File: src/pkg/pcb_pkg.sv
// constants for the control-bus slave port of the phy controller
package pcb_pkg;
   // ***************
   // bus geometry
   // ***************
   localparam int unsigned NUM_REGS = 32; // register count
   localparam int unsigned ADDR_W = 5; // address width
   localparam int unsigned DATA_W = 8; // data width
   // ***************
   // register map (offsets chosen here)
   // ***************
   localparam logic [4:0] ADDR_MODE = 5'h00; // mode register, bit 0 run
   localparam logic [4:0] ADDR_IRQ_COND = 5'h01; // interrupt condition, write one to clear
   localparam logic [4:0] ADDR_IRQ_MASK = 5'h02; // interrupt mask, one enables
   localparam int unsigned BIT_PARITY_ERR = 0; // parity error flag position
   localparam int unsigned BIT_RUN_MODE = 0; // run mode bit position
   localparam logic [7:0] REG_RESET = 8'h00; // every register clears on reset
   // ***************
   // timing
   // ***************
   localparam int unsigned CLK_MHZ = 100; // local byte clock rate in this model
   localparam int unsigned RST_MIN_NS = 160; // least reset pulse width
   localparam int unsigned RST_MIN_CYC = (RST_MIN_NS * CLK_MHZ + 999) / 1000; // rounded up
   // cycle states, one-hot
   typedef enum logic [2:0] {
      ST_IDLE = 3'b001, // waiting for chip select
      ST_ACK = 3'b010, // acknowledge held
      ST_DONE = 3'b100 // unused spare code guard
   } pcb_state_t;
endpackage

File: src/rtl/pcb_port.sv
// control-bus slave port with 32 byte registers, parity and interrupt
`timescale 1ns/1ps
module pcb_port (
   input wire logic clk, // local byte clock
   input wire logic rst_n, // async reset, active low
   input wire logic chip_en_n, // chip select from host, async
   input wire logic read_not_write, // high read, low write
   input wire logic [4:0] reg_addr, // register address
   input wire logic [7:0] reg_data_in, // data pin input
   output logic [7:0] reg_data_out, // data pin drive value
   output logic reg_data_oe_n, // data pin enable, low drives
   input wire logic reg_data_parity_in, // parity pin input
   output logic reg_data_parity_out, // parity pin drive value
   output logic reg_data_parity_oe_n, // parity pin enable, low drives
   input wire logic parity_check_en, // write parity check enable
   output logic ack_out, // acknowledge pin value, always low
   output logic ack_oe_n, // acknowledge open drain, low pulls
   output logic irq_out, // interrupt pin value, always low
   output logic irq_oe_n, // interrupt open drain, low pulls
   input wire logic [7:0] irq_event, // hardware condition pulses
   output logic run_mode // mode bit, low is stop mode
);
   // ***************
   // input synchronisers
   // ***************
   logic [1:0] ce_sync; // chip select pipe, stage 0 read only by stage 1
   logic pce_q1; // parity enable stage one
   logic pce_q; // parity enable synchronised
   logic rw_q1; // direction, first stage
   logic rw_q; // sampled direction
   logic [4:0] addr_q1; // address, first stage
   logic [4:0] addr_q; // sampled address
   logic [7:0] wdata_q1; // write data, first stage
   logic [7:0] wdata_q; // sampled write data
   logic wpar_q1; // write parity, first stage
   logic wpar_q; // sampled write parity

   // select and parity enable: two flops each; the reset value of the
   // select pipe is the pin's idle level, so release makes no false start
   always_ff @(posedge clk or negedge rst_n) begin
      if (!rst_n) begin
         ce_sync <= 2'b11; // idle, no cycle
         pce_q1 <= 1'b0;
         pce_q <= 1'b0;
      end else begin
         ce_sync <= {ce_sync[0], chip_en_n};
         pce_q1 <= parity_check_en;
         pce_q <= pce_q1;
      end
   end

   // bus qualifiers: two flops as well, so they reach the decode with the
   // same lag as the select; the host holds them from select low, so the
   // second stage is settled when the synchronised select first shows
   always_ff @(posedge clk or negedge rst_n) begin
      if (!rst_n) begin
         rw_q1 <= 1'b1; // read direction, harmless at idle
         rw_q <= 1'b1;
         addr_q1 <= 5'h00;
         addr_q <= 5'h00;
         wdata_q1 <= 8'h00;
         wdata_q <= 8'h00;
         wpar_q1 <= 1'b0;
         wpar_q <= 1'b0;
      end else begin
         rw_q1 <= read_not_write; // first stage only feeds the second
         rw_q <= rw_q1;
         addr_q1 <= reg_addr;
         addr_q <= addr_q1;
         wdata_q1 <= reg_data_in;
         wdata_q <= wdata_q1;
         wpar_q1 <= reg_data_parity_in;
         wpar_q <= wpar_q1;
      end
   end

   // the select and its qualifiers share one lag, so a cycle is decoded
   // from values that all belong to it
   wire ce_active = ~ce_sync[1]; // synchronised select, high in cycle
   pcb_pkg::pcb_state_t state; // cycle state
   pcb_pkg::pcb_state_t next_state; // next cycle state
   wire start = (state == pcb_pkg::ST_IDLE) && ce_active;
   wire do_write = start && !rw_q; // write taken this edge
   wire do_read = start && rw_q; // read taken this edge
   // nine bits with an odd count of ones xor to one
   wire par_ok = ^{wdata_q, wpar_q};
   // the check applies to writes only; reads always carry parity
   wire write_ok = do_write && (par_ok || !pce_q);
   wire par_fail = do_write && !par_ok && pce_q;

   // ***************
   // handshake state machine
   // ***************
   // idle until the synchronised select shows, then hold the acknowledge
   // for as long as the select stays low; no timeout, the host ends it
   always_comb begin
      next_state = state; // stay by default
      unique case (state)
         pcb_pkg::ST_IDLE: begin
            if (ce_active) next_state = pcb_pkg::ST_ACK;
         end
         pcb_pkg::ST_ACK: begin
            if (!ce_active) next_state = pcb_pkg::ST_IDLE;
         end
         default: next_state = pcb_pkg::ST_IDLE; // illegal codes recover
      endcase
   end

   // state register; reset lands in idle with the acknowledge released
   always_ff @(posedge clk or negedge rst_n) begin
      if (!rst_n) state <= pcb_pkg::ST_IDLE;
      else state <= next_state;
   end

   // ***************
   // register file
   // ***************
   // the array depth comes from the package so the map stays in one place
   localparam int unsigned NUM_REGS_L = pcb_pkg::NUM_REGS; // local copy
   logic [7:0] regs [NUM_REGS_L]; // register array
   // hardware events and a refused write both raise condition bits
   wire [7:0] cond_set = irq_event | (par_fail ? (8'h01 << pcb_pkg::BIT_PARITY_ERR) : 8'h00); // new events
   // write one to clear, taken only from a write that passed its check
   wire cond_wr = write_ok && (addr_q == pcb_pkg::ADDR_IRQ_COND); // clear strobe

   // one process per entry; condition register sets win over clears,
   // so an event that lands with a clearing write is never lost; plain
   // entries simply take any write that passed its parity check
   genvar gi;
   generate
      for (gi = 0; gi < pcb_pkg::NUM_REGS; gi++) begin : g_reg
         always_ff @(posedge clk or negedge rst_n) begin
            if (!rst_n) regs[gi] <= pcb_pkg::REG_RESET;
            else if (gi == int'(pcb_pkg::ADDR_IRQ_COND))
               regs[gi] <= (regs[gi] & ~(cond_wr ? wdata_q : 8'h00)) | cond_set;
            else if (write_ok && addr_q == 5'(gi)) regs[gi] <= wdata_q;
         end
      end
   endgenerate

   // ***************
   // read data and drive
   // ***************
   logic [7:0] rdata; // captured read byte
   logic rpar; // captured read parity bit
   logic rd_drive; // data pins driven
   wire [7:0] rd_sel = regs[addr_q]; // byte chosen by the sampled address
   wire rd_par = ~(^rd_sel); // odd parity over the chosen byte
   wire rd_cont = (state == pcb_pkg::ST_IDLE) ? rw_q : rd_drive; // new read, or keep

   // byte and parity are caught once as the cycle starts and then stand
   // untouched for the whole acknowledge, whatever the pins do meanwhile
   always_ff @(posedge clk or negedge rst_n) begin
      if (!rst_n) begin
         rdata <= 8'h00;
         rpar <= 1'b1; // odd parity of the zero byte
         rd_drive <= 1'b0;
      end else begin
         if (do_read) begin
            rdata <= rd_sel;
            rpar <= rd_par;
         end
         rd_drive <= (next_state == pcb_pkg::ST_ACK) && rd_cont;
      end
   end

   // read pins: byte and parity from flops, enabled only for a read
   assign reg_data_out = rdata;
   assign reg_data_oe_n = ~rd_drive;
   assign reg_data_parity_out = rpar;
   assign reg_data_parity_oe_n = ~rd_drive;
   // open-drain pins: the value is fixed low, the enable does the work
   assign ack_out = 1'b0;
   assign ack_oe_n = ~(state == pcb_pkg::ST_ACK);
   // the interrupt is a level: any pending condition whose mask bit is set
   wire irq_pend = |(regs[pcb_pkg::ADDR_IRQ_COND] & regs[pcb_pkg::ADDR_IRQ_MASK]);
   assign irq_out = 1'b0;
   assign irq_oe_n = ~irq_pend;
   // a cleared mode bit is stop mode, so reset leaves the device stopped
   assign run_mode = regs[pcb_pkg::ADDR_MODE][pcb_pkg::BIT_RUN_MODE];

   // ***************
   // assertions
   // ***************
   // handshake: acknowledge follows the synchronised select
   chk_ack_holds: assert property (@(posedge clk) disable iff (!rst_n)
      (!ack_oe_n && ce_active) |=> !ack_oe_n) else $error("ack released while select low");
   chk_ack_after_ce: assert property (@(posedge clk) disable iff (!rst_n)
      $fell(ack_oe_n) |-> $past(ce_sync[1] == 1'b0)) else $error("ack without synced select");
   chk_ack_timely: assert property (@(posedge clk) disable iff (!rst_n)
      (state == pcb_pkg::ST_IDLE && ce_active) |=> !ack_oe_n) else $error("ack late");
   chk_ack_release: assert property (@(posedge clk) disable iff (!rst_n)
      (!ack_oe_n && !ce_active) |=> ack_oe_n) else $error("ack not released after select");
   // read drive: data stands, writes leave the pins alone; then parity flag, mask and write checks
   chk_write_quiet: assert property (@(posedge clk) disable iff (!rst_n)
      ($fell(ack_oe_n) && !$past(rw_q)) |-> reg_data_oe_n) else $error("data driven on a write");
   chk_read_drive: assert property (@(posedge clk) disable iff (!rst_n)
      (!ack_oe_n && rd_drive) |-> !reg_data_oe_n && $stable(reg_data_out) || $rose(rd_drive))
      else $error("read data moved under ack");
   chk_read_parity: assert property (@(posedge clk) disable iff (!rst_n)
      !reg_data_parity_oe_n |-> (^{reg_data_out, reg_data_parity_out}) == 1'b1) else $error("read parity not odd");
   chk_bad_write: assert property (@(posedge clk) disable iff (!rst_n)
      par_fail |=> regs[pcb_pkg::ADDR_IRQ_COND][pcb_pkg::BIT_PARITY_ERR]) else $error("parity flag not set");
   chk_no_write: assert property (@(posedge clk) disable iff (!rst_n)
      (par_fail && addr_q == pcb_pkg::ADDR_MODE) |=> $stable(run_mode)) else $error("bad write landed");
   chk_irq_mask: assert property (@(posedge clk) disable iff (!rst_n)
      (regs[pcb_pkg::ADDR_IRQ_MASK] == 8'h00) |-> irq_oe_n) else $error("masked interrupt asserted");
   chk_write_data: assert property (@(posedge clk) disable iff (!rst_n)
      (do_write && !pce_q && addr_q == pcb_pkg::ADDR_IRQ_MASK) |=> regs[pcb_pkg::ADDR_IRQ_MASK] == $past(wdata_q))
      else $error("unchecked write lost");
   // register and interrupt behaviour
   chk_write_lands: assert property (@(posedge clk) disable iff (!rst_n)
      (write_ok && addr_q == pcb_pkg::ADDR_MODE) |=> run_mode == $past(wdata_q[pcb_pkg::BIT_RUN_MODE]))
      else $error("mode write lost");
   chk_flag_sticky: assert property (@(posedge clk) disable iff (!rst_n)
      (regs[pcb_pkg::ADDR_IRQ_COND][pcb_pkg::BIT_PARITY_ERR] && !cond_wr)
      |=> regs[pcb_pkg::ADDR_IRQ_COND][pcb_pkg::BIT_PARITY_ERR]) else $error("parity flag lost");
   // no disable here: this one has to see the edge right after release
   chk_reset_stop: assert property (@(posedge clk)
      $rose(rst_n) |-> !run_mode) else $error("not in stop mode after reset");
   // coverage of the main scenarios
   cov_read: cover property (@(posedge clk) disable iff (!rst_n) do_read ##1 !ack_oe_n ##[1:20] ack_oe_n);
   cov_write: cover property (@(posedge clk) disable iff (!rst_n) write_ok);
   cov_par_err: cover property (@(posedge clk) disable iff (!rst_n) par_fail);
   cov_irq: cover property (@(posedge clk) disable iff (!rst_n) !irq_oe_n);
   cov_hold: cover property (@(posedge clk) disable iff (!rst_n) (!ack_oe_n) [*3]);
endmodule // pcb_port

File: config.mk
export PLATFORM = sky130hd
export DESIGN_NAME = pcb_port
export DESIGN_NICKNAME = d
export VERILOG_FILES = /design/src/pkg/pcb_pkg.sv /design/src/rtl/pcb_port.sv
export SDC_FILE = /design/constraint.sdc
export NUM_CORES = 1
export LEC_CHECK = 0
export BUFFER_PORTS_ARGS = -buffer_cell sky130_fd_sc_hd__buf_2
export CORE_ASPECT_RATIO = 0.7
export CORE_UTILIZATION = 37
export CTS_BUF_LIST = sky130_fd_sc_hd__clkbuf_8
export DETAILED_ROUTE_END_ITERATION = 6
export SLEW_MARGIN = 30
export SYNTH_ARGS = -nofsm -noshare
export SYNTH_HDL_FRONTEND = slang
export SYNTH_SLANG_ARGS = --single-unit
File: constraint.sdc
create_clock -name clk -period 3.25 [get_ports clk]
set_input_delay 0.1625 -clock clk [delete_from_list [all_inputs] [get_ports clk]]
set_output_delay 0.1625 -clock clk [all_outputs]
set_load 0.03 [all_outputs]
==> results of run 1 <==
[repair_timing]
item                      4_1_cts  5_1_grt
hold endpoints to repair      108        0
hold buffers                   26        0
resized for setup               0        0
[layer usage]
| metal | wire length (µm) | part of all wire (%) |
|---|---|---|
| met3 | 2300 | 6.9 |
| met1 | 17300 | 52 |
| met4 | 491 | 1.5 |
| met2 | 13200 | 40 |
| met5 | 0 | 0 |
[state kept, by name, summed over array words and instances, names as in the netlist]
register             cells
rw_q1                    1
addr_q1                  5
wpar_q                   1
reg_data_parity_out      1
run_mode                 1
state                    3
pce_q1                   1
pce_q                    1
wpar_q1                  1
addr_q                   5
rd_drive                 1
wdata_q1                 8
regs                   255
ce_sync                  2
reg_data_out             8
wdata_q                  8
rw_q                     1
[stage by stage]
stage               setup slack [ps]  total power (µW)  std cells  instance area (µm²)
finish                           231              8250       1498                15600
CTS                              210              8360       1498                15600
global route                    87.5              8630       1498                15600
floorplan                        812              4770        894                13400
global placement                 240              5120       1393                14400
detailed placement               237              5140       1393                14400
[worst max path at each step]
stage / start / end / slack [ps] / cells after the start
2_1_floorplan: wdata_q[2] / regs[120] / 810 / 9
3_3_place_gp: addr_q[0] / reg_data_parity_out / 240 / 9
4_1_cts: addr_q[0] / reg_data_parity_out / 210 / 9
6_report: addr_q[0] / reg_data_parity_out / 230 / 9
5_1_grt: addr_q[0] / reg_data_parity_out / 90 / 9
3_5_place_dp: addr_q[0] / reg_data_parity_out / 240 / 9
[worst max-delay path: stages, from the launching register on]
cell and delay, ps:
dfrtp_2 690, buf_4 270, mux4_2 560, a22o_1 220
a211oi_1 330, a31oi_1 150, xor2_1 220, xnor2_1 250
xnor2_1 150, o21ai_1 70
[Yosys cell counts, types with 6 or more instances]
library cell	n
buf_2	18
mux4_2	44
and2_1	6
nor2_1	11
mux2_1	6
dfstp_2	6
a21o_1	7
nor2_2	11
nand2_2	6
mux2i_1	28
o221ai_1	8
a221oi_1	6
nand2_1	31
dfrtp_1	297
o21ai_0	7
xnor2_1	10
clkbuf_1	31
nand2b_1	6
nand3_1	9
buf_4	9
a22oi_1	13
mux2_2	258
a22o_1	6
nor2b_1	9
[final cells by class]
cell class	count	area, µm²	area share [%]
clock buffers	55	757	4.87
multi-input cells	528	5520	35.5
flip-flops and latches	303	7590	48.8
well taps	472	591	3.80
clock inverters	24	149	0.957
inverters	3	11.3	0.0724
repair buffers	113	936	6.02
[logic make-up (layout without fill, tap and decap cells)]
group                  after synthesis  after routing  share of synthesized area, %
other                                1              3                        0.0280
AND/OR/NAND/NOR                    105            105                          4.50
XOR/XNOR                            14             14                          1.02
multiplexers                       336            336                          31.7
AO/OA/AOI/OAI                       70             70                          3.91
buffers and inverters               63            195                          2.30
flip-flops                         303            303                          56.6
[power groups by stage]
stage          clock network, µW  logic [µW]  registers [µW]
2_1_floorplan                  0         531            4240
3_3_place_gp                   0         875            4240
3_5_place_dp                   0         887            4250
4_1_cts                     3270         912            4180
5_1_grt                     3440         977            4210
6_report                    3160         903            4180
==> results by stage, run 1 <==
Yosys:
- The proportion of synthesized chip area in sequential cells is a little under three fifths.
- The average instance in the mapped netlist occupies 15.0 µm².
- Counting flops with a built-in enable in the synthesized netlist gives 0.
- The Yosys step of the flow raised 0 warnings.
- The count of unique library cells instantiated by Yosys is 48.
- The top cell type by area accounts for a little under three fifths of the synthesized area.
- The proportion of synthesized flip-flops having asynchronous set or reset is 100%.
- Counting flops and latches in the post-synthesis netlist gives 303.
- The post-synth design cell area is 13400 µm².
- Among all flip-flop cells after synthesis, the most frequent one is dfrtp_1.
- By area the synthesized netlist is led by dfrtp_1 (55%), mux2_2 (22%), mux4_2 (7.4%), mux2i_1 (2.1%), dfstp_2 (1.2%).
- The count of mapped cells out of synthesis is approximately 890.
- The cell type contributing the most total cell area after synthesis is dfrtp_1.

Global route:
- The via count of the first global-routing pass is roughly 8200.
- For this run, global-route usage on met2 was measured as about a quarter.
- The initial antenna violation count was 0.
- The maximum number of pins on one net before global-route repair is 87.
- The most congested layer reported by global routing is met1.
- The wire length of the first global-routing pass is roughly 52000 µm.
- For met3 alone, demand over resource in global routing was a little over 5%.
- The global-route usage over all layers is ~19%.
- Global routing used 29.6% of the available met1 tracks.
- The residual overflow from global routing is 0.

Power and ir drop:
- The cell-internal power is between 6000 and 7000 µW.
- The total leakage power is around 0.0074 µW.
- The power density over the cells is 530 nW/µm².
- The power share of the sequential group is 50.7%.
- In this run switching power makes up around a quarter of total power.
- Of the total power, combinational logic draws 10.9%.
- For this design the total switching power over the nets is about 2100 µW.
- Of the total power, the clock network draws between 30% and 40%.
- The highest ir drop seen on vdd is roughly 0.30 mV.

Floorplanning:
- The initialized floorplan defines 57 standard-cell rows.
- For this configuration, the core starts out at a cell density of between 30% and 40%.
- The area of the core region is 35200 µm².
- The die covers between 30000 and 40000 µm².
- The height of the die is approximately 160 µm.
- 43 I/O pins were placed.
- The die is 230 µm wide.

STA:
- For the final database, setup skew stands at approximately 17 ps.
- Setup repair after global routing left no endpoint under its margin.
- Setup total negative slack on the finished layout was measured at 0 ps.
- The final-report setup violation count is 0.
- The final worst hold slack is about 180 ps.
- After layout, the worst path uses between 90% and 100% of the clock period.
- The final-report hold violation count was 0.
- The maximum clock rate is approximately 330 MHz.
- The measured slew at the worst slew-check pin is between 800 and 900 ps.
- The final number of max-transition violations is 0.
- Headroom to the max-slew limit came out at between 40% and 50%.
- The shortest period the worst path allows is 3020 ps.

Cells and area:
- Compared with the post-synthesis result, the final layout area differs by 16.0%.
- Leaving out fill and tap cells, the most frequent cell in the layout is dfrtp_1.
- Cells with a size suffix above 1 make up between 40% and 50% of the layout.
- Leaving out fill and tap cells, the most frequent cells in the layout are dfrtp_1 (295), mux2_2 (258), clkbuf_8 (55).
- The layout has around 3200 filler cells.
- The count of antenna diodes in the layout is 0.
- Once layout is complete, the utilization of the core stands at between 40% and 50%.
- The final net count is 1022.

Clocking:
- The later pin in the worst-skew pair is clocked with a latency of 580 ps.
- TritonCTS built the clock tree.
- For this design, the sink count on the clock tree is between 300 and 400.
- The maximum root-to-sink buffer count is 3.
- The clock transition at the registers of the reported paths is around 60 ps.
- In this run the post-CTS setup repair buffer count came out at 0.
- The cell sitting at the root of the clock tree is a clkbuf_8.
- The count of H-tree levels built during CTS is 2.
- Buffers inserted during clock tree synthesis total 46.

Placement:
- The congestion estimate from routability-driven global placement came to between 0.8 and 0.9.
- After legalization and detailed placement, the total HPWL measured about 22000 µm.
- The quantity of I/O buffers inserted on ports is 40.

Worst setup path:
- The endpoint required time on the critical path is approximately 3700 ps.
- The launching element type of the critical path is a flip-flop.
- The type of the worst setup path is reg -> reg.
- The worst register-to-register path has a depth of 9.
- The terminus of the critical flop-to-flop path is reg_data_parity_out.
- The data arrival time of the critical path is ~3500 ps.
- The type of element capturing the critical path is a flip-flop.
- The worst flop-to-flop path startpoint is addr_q[0].
- The top fanout value on the critical path is 15.
- The register-to-register setup slack is roughly 230 ps.

Worst hold path:
- The tightest min-delay check is of the in -> async type.

Outcome:
- The flow ran to the end, and the final reports show no timing, DRC or antenna violations.

Route:
- Using the TritonRoute via totals, the vias-per-cell ratio works out to 5.33.
- After detailed routing, the average wire length per cell comes to roughly 22 µm.
- Summed over all layers, the routed wires come to roughly 33000 µm.
- Before antenna repair, the detailed router went through 5 iterations.
- The remaining routing DRC violations is 0.
- The via count is approximately 8000.
- The count of nets left with antenna violations once routing finished came out at 0.
- The detailed router finished its first iteration with 615 violations.

Job:
- The count of maximum capacitance violations is 0.
Power figures use the tool's default switching activity.
==> run 2: changes to the inputs <==
CORE_ASPECT_RATIO = 0.75   (was 0.7)
clock period = 3.3 ns   (was 3.25 ns; I/O delays follow)
==> run 2 against run 1 <==
Compared with the run above: sequential power fell by 2%; combinational power down 2.7%; power decreased by 0.23%; utilization fell by 0.29 points; maximum frequency about the same; largest cell class unchanged; via count down 1.2%.
==> results by stage, run 2 (synthesized netlist as in run 1, its figures left out) <==
Power and ir drop:
- Cell internal power was estimated by the tool at 6110 µW.
- The power share of the combinational group is 10.7%.
- Of the total power, registers draw approximately 50%.
- In this run the power spent charging and discharging nets is approximately 2100 µW.
- In this run the power density over the cells is roughly 530 nW/µm².
- The total leakage power is about 0.0073 µW.
- The fraction of power spent switching nets is between 20% and 30%.
- The highest ir drop seen on vdd is approximately 0.26 mV.
- The clock network power share is between 30% and 40%.

Route:
- Summing over every cut layer, the via total after detailed routing is between 7000 and 8000.
- In this run, the number of DRC markers left after iteration 0 of detailed routing was 560.
- The remaining routing DRC violations is 0.
- The detailed-router iteration count before antenna repair is 5.
- The mean routed wirelength per cell is 22.5 µm.
- The wire length reported by the detailed router is around 33000 µm.
- The ratio of routed vias to standard cells is between 5 and 6.
- The count of nets left with antenna violations once routing finished came out at 0.

Worst setup path:
- Traced cell by cell, the critical path runs through xor2_1, xnor3_1, xnor2_1, a21oi_1, and2_1, nand2_2, nor2_2, mux2_2.
- Together, buffers and inverters on the worst path number 0.
- The register-to-register setup slack is between 200 and 300 ps.
- STA classifies the critical path startpoint as a flip-flop.
- The endpoint required time on the critical path is roughly 3800 ps.
- For this design, the slowest cell found on the critical path is nor2_2.
- The critical path's largest stage delay is 480 ps.
- The top fanout value on the critical path is 8.
- The dominant delay contributor by cell family on the critical path is simple AND/OR/NAND/NOR gates.
- The type of element capturing the critical path is a flip-flop.
- The data arrival time of the critical path is 3490 ps.
- The worst setup path is of the reg -> reg kind.

Clocking:
- TritonCTS built the clock tree.
- The total CTS buffers is 47.
- The root buffer cell is clkbuf_8.
- After clock tree synthesis, the setup repair step added 0 buffers.
- Clock-pin slew was measured on the worst setup and hold paths at 60 ps.
- The number of clock sinks is approximately 300.
- In this run, post-CTS repair resized a total of 0 instances.
- In this run, post-CTS hold repair placed 26 buffers.
- The worst-skew pair later-pin latency is 600 ps.
- The clock passes through at most 3 buffers.
- In this run the number of H-tree levels came out at 2.

Floorplanning:
- The initial standard-cell utilization of the core is about two fifths.
- The standard-cell row count is between 50 and 60.
- From bottom edge to top edge, the die measures roughly 170 µm.
- The total I/O pin count is 43.
- The floorplan step defined a die boundary enclosing 37000 µm².
- The area of the core region is between 30000 and 40000 µm².
- The die outline width is ~220 µm.

STA:
- The final number of max-transition violations is 0.
- Summed over all failing endpoints, the final setup total negative slack is 0 ps.
- Headroom to the max-slew limit came out at 46.4%.
- The final-report hold violation count is 0.
- The shortest period the worst path allows is around 3000 ps.
- Timing would allow up to about 330 MHz.
- At the pin with the least slew margin, the transition time is approximately 800 ps.
- Setup repair after global routing left no endpoint under its margin.
- The final-report setup violation count is 0.
- The final critical path takes up between 90% and 100% of the cycle.
- The setup clock skew after layout is between 20 and 30 ps.

Global route:
- Entering global routing, the biggest net connects between 90 and 100 pins.
- The residual overflow from global routing is 0.
- The via count of the first global-routing pass is 8248.
- The first global-routing pass estimated about 52000 µm of wire.
- The initial antenna violation count is 0.
- The global-route usage over all layers is 18.7%.

Cells and area:
- The area of all placed cells without fillers is between 15000 and 20000 µm².
- Leaving out fill and tap cells, the most frequent cell in the layout is dfrtp_1.
- From synthesis to final layout, the design area changed by 15.4%.
- Cells with a size suffix above 1 make up a little under half of the layout.
- In the layout the commonest cells are dfrtp_1 (295), mux2_2 (258), clkbuf_8 (61).
- The final net count is ~1000.
- Counting flops per register, the top entry is regs.
- The register with the most flip-flops in the layout has ~260 of them.

Placement:
- Once detailed placement completed, the half-perimeter wirelength came to approximately 22000 µm.
- The final weighted congestion of routability-driven global placement is 0.854.
- After detailed placement, the total cell area comes to roughly 14000 µm².
- The count of buffers added on input and output ports is 40.

Worst hold path:
- The tightest min-delay check is of the in -> async type.

Job:
- The count of maximum capacitance violations is 0.

Outcome:
- The run finished with clean final reports.
-- run 2: worst reg2reg max path, delay by kind of cell, from the launching register on --
family / cells / cell delay [ps]
and+or+nand+nor: 3 / 1000
muxes: 1 / 400
AOI/OAI and AO/OA: 1 / 400
xor gates and xnor gates: 3 / 720
DFF: 1 / 390
-- run 2: power by group through the flow --
| stage | Sequential (µW) | Clock [µW] | Combinational [µW] |
|---|---|---|---|
| floorplan | 4180 | 0 | 523 |
| global placement | 4170 | 0 | 852 |
| detailed placement | 4170 | 0 | 865 |
| CTS | 4110 | 3350 | 890 |
| global route | 4140 | 3540 | 953 |
| finish | 4110 | 3250 | 879 |
-- run 2: final cells by class --
| class | instances | area (µm²) |
|---|---|---|
| fillers | 3173 | 19700 |
| flip-flops and latches | 303 | 7590 |
| multi-input cells | 528 | 5520 |
| clock buffers | 61 | 840 |
| repair buffers | 98 | 798 |
| well taps | 457 | 572 |
| clock inverters | 24 | 140 |
| inverters | 3 | 11.3 |
| diodes | 1 | 2.50 |
-- run 2: worst paths after layout --
path                               startpoint               to  cells past startpoint
setup / recovery                   wdata_q[2]         regs[33]                      8
hold / removal                          rst_n  reg_data_out[4]                      2
setup reg to reg                   wdata_q[2]         regs[33]                      8
hold reg to reg                    addr_q1[0]        addr_q[0]                      0
max in group asynchronous               rst_n        regs[113]                      3
min in group clk           reg_data_parity_in          wpar_q1                      2
-- run 2: through the flow --
stage	util, %	hold WS (ps)	instances	worst slack (ps)	total power, µW
after floorplan	-	-131	894	862	4700
after detailed placement	40.4	256	1363	278	5040
after global placement	40.4	253	1363	232	5020
final	44.0	200	1475	281	8230
after CTS	43.9	167	1474	269	8350
after global routing	43.9	170	1474	129	8630
-- run 2: layer usage --
metal	GRT usage (%)	part of all wire [%]	vias to the layer above
li1	-	-	3475
met1	29.4	51	4180
met2	25.6	42	184
met3	4.41	5.6	42
met4	4.35	1.5	0
met5	0	0	-
==> run 3: changes to the inputs <==
--- a/config.mk
+++ b/config.mk
@@ -9,5 +9,6 @@
 export CORE_ASPECT_RATIO = 0.75
-export CORE_UTILIZATION = 37
+export CORE_UTILIZATION = 64
 export CTS_BUF_LIST = sky130_fd_sc_hd__clkbuf_8
 export DETAILED_ROUTE_END_ITERATION = 6
+export PLACE_DENSITY = 0.82
 export SLEW_MARGIN = 30
==> constraint.sdc (replaced) <==
create_clock -name clk -period 3.3 [get_ports clk]
set_input_delay 0.33 -clock clk [delete_from_list [all_inputs] [get_ports clk]]
set_output_delay 0.33 -clock clk [all_outputs]
set_load 0.03 [all_outputs]
==> run 3 against run 2 <==
Compared with the run above: utilization up 30 points; sequential power about the same; first-iteration DRC count up 10%; via count up 4.4%; non-clock buffer count down 2.
==> results by stage, run 3 (synthesized netlist as in run 1, its figures left out) <==
Placement:
- The final weighted congestion of routability-driven global placement is slightly below 0.9.
- The half-perimeter wire length after detailed placement is between 20000 and 25000 µm.
- The quantity of I/O buffers inserted on ports is 40.
- After detailed placement, the design holds a cell count of 1186.

Cells and area:
- The post-layout instance count excluding filler cells is between 1000 and 1500.
- The sequential cells in the finished layout cover a total of approximately 7600 µm².
- The relative area change from synthesis to final layout is 12.8%.
- The area occupied by multi-input gates is approximately 5500 µm².
- The utilization after layout is between 70% and 80%.
- The filler cells instantiated in the layout total between 1000 and 1500.
- The most common cell after layout, fill and taps aside is dfrtp_1.
- The number of flip-flops under the largest register name is between 200 and 300.
- The register name with the most flops is regs.
- 0 antenna diodes ended up in the layout.
- In the final layout, the share of cells above drive strength 1 is between 40% and 50%.
- The library cells used most frequently in the layout, excluding fill and tap cells, are dfrtp_1 (295), mux2_2 (258), clkbuf_8 (53).
- At the end of the flow, the number of nets in the layout was between 1000 and 1500.

STA:
- The final critical-path share of the clock period is 89.7%.
- The final total negative setup slack is 0 ps.
- The measured slew at the worst slew-check pin is roughly 850 ps.
- Setup violations remaining at the end of the flow were counted as 0.
- The final-report hold violation count is 0.
- The final number of max-transition violations is 0.
- The worst relative slew slack is between 40% and 50%.
- The maximum clock rate is between 300 and 400 MHz.
- The shortest period the worst path allows is a little under 3000 ps.
- Setup repair after global routing left no endpoint under its margin.
- For the final database, setup skew stands at about 26 ps.

Worst setup path:
- Grouping stages by cell kind, the critical path spends the most delay in compound AO/OA/AOI/OAI gates.
- The endpoint required time on the critical path is 3760 ps.
- The launching element type of the critical path is a flip-flop.
- Counting stages on the worst path, the most repeated cell is xnor2_1.
- The data arrival time of the critical path is approximately 3400 ps.
- STA classifies the critical path endpoint as a flip-flop.
- The signal on the critical path passes through buf_4, or3b_2, o221ai_1, a31oi_1, a22oi_1, xnor2_1, xnor2_1, xnor2_1, o21ai_1.
- The type of the worst setup path is reg -> reg.
- In this run the worst path has a maximum fanout of 12.
- Counting both buffers and inverters, the worst setup path holds a total of 1.
- The standard cell with the maximum stage delay on the critical path is dfrtp_1.
- In this design, the stage delay of the slowest critical-path cell is around 560 ps.

Job:
- The tool flagged a number of max-cap violations equal to 0.

Power and ir drop:
- The cell-internal power is 6000 µW.
- In this run the static leakage power is 0.00727 µW.
- For this design the ratio of total power to cell area is roughly 530 nW/µm².
- The fraction of power spent switching nets is between 20% and 30%.
- The clock network power share is 38.0%.
- Registers are responsible for about half of the overall power.
- IR analysis of the VDD net gives a maximum drop of around 0.38 mV.
- Combinational logic is responsible for 10.9% of the overall power.
- The total net switching power is between 2000 and 2500 µW.

Global route:
- Entering global routing, the biggest net connects about 110 pins.
- The residual overflow from global routing is 0.
- The initial antenna violation count is 0.
- The via count of the first global-routing pass was roughly 9000.
- For this run, the total global-route usage over all layers was measured as 31.9%.
- The wire length of the first global-routing pass is 50900 µm.

Route:
- For this block, the routed nets add up to around 32000 µm of wire.
- For this block, the via count after detailed routing is slightly above 8000.
- The count of nets left with antenna violations once routing finished came out at 0.
- The remaining routing DRC violations is 0.
- Dividing the detail-routed via count by the number of cells gives 6.36.
- The first TritonRoute pass finished after 6 iterations.
- Dividing the detail-routed wire length by the instance count gives 24.9 µm.
- The starting DRC count in detailed routing is approximately 620.

Worst hold path:
- The type of the most critical hold path is reg -> reg.

Floorplanning:
- Once the floorplan was initialized, standard cells occupied approximately 66% of the core.
- The region available for standard cell placement spans between 20000 and 25000 µm².
- The floorplan has 45 rows.
- The die is 169 µm wide.
- The die is around 130 µm tall.
- 43 I/O pins were placed.
- The floorplan step defined a die boundary enclosing approximately 22000 µm².

Clocking:
- The number of gates resized after CTS was 0.
- The clock net in this run drives a total of 303 sinks.
- The clock transition at the registers of the reported paths is ~60 ps.
- The H-tree was split into 2 levels.
- The worst-skew pair later-pin latency is between 500 and 600 ps.
- The total CTS buffers is 45.
- TritonCTS built the clock tree.
- The root buffer cell is clkbuf_8.
- The clock passes through at most 3 buffers.

Outcome:
- The run finished with clean final reports.
## run 3: cell types whose count changed in the layout (fill, tap and decap cells not counted), sizes merged
cell	delta
diode	-1
inv	+5
buf	-2
clkinvlp	-2
clkbuf	-8
bufinv	+1
## run 3: worst paths after layout
check | start | to | slack [ps] | cells past startpoint
worst max-delay path | addr_q[2] | reg_data_parity_out | 340 | 9
worst min-delay path | addr_q1[1] | addr_q[1] | 350 | 0
worst max register to register | addr_q[2] | reg_data_parity_out | 340 | 9
worst min register to register | addr_q1[1] | addr_q[1] | 350 | 0
max in group asynchronous | rst_n | addr_q[3] | 1820 | 3
min in group asynchronous | rst_n | reg_data_out[3] | 390 | 2
## run 3: final cells by class
| cell class | count | area share, % |
|---|---|---|
| multi-input cells | 528 | 36.5 |
| inverters | 3 | 0.0745 |
| clock buffers | 53 | 4.82 |
| repair buffers | 96 | 4.85 |
| clock inverters | 28 | 1.18 |
| flip-flops and latches | 303 | 50.2 |
| well taps | 282 | 2.33 |
## run 3: per-layer routing
layer,vias to the layer above,global-route usage (%),wire [µm]
met4,0,10.3,641
li1,3447,-,-
met1,4355,45.4,13800
met2,361,49.5,15000
met5,-,0,0
met3,66,7.53,2690
## run 3: what timing repair did
item | 4_1_cts | 5_1_grt
hold buffers | 26 | 0
buffers inserted | 0 | 0
hold endpoints to repair | 123 | 0
## run 3: per-stage QoR
step | worst slack (ps) | total power [µW] | hold WS (ps) | instance area, µm²
after floorplan | 862 | 4700 | 34.4 | 13400
after global placement | 436 | 4970 | 334 | 14000
after detailed placement | 383 | 5030 | 335 | 14000
after CTS | 375 | 8100 | 348 | 15100
after global routing | 231 | 8360 | 351 | 15100
final | 340 | 8070 | 346 | 15100
## run 3: power groups by stage
stage | Clock [µW] | Combinational (µW) | Sequential, µW
2_1_floorplan | 0 | 523 | 4180
5_1_grt | 3260 | 946 | 4150
6_report | 3060 | 879 | 4120
3_3_place_gp | 0 | 815 | 4160
4_1_cts | 3100 | 880 | 4120
3_5_place_dp | 0 | 852 | 4180
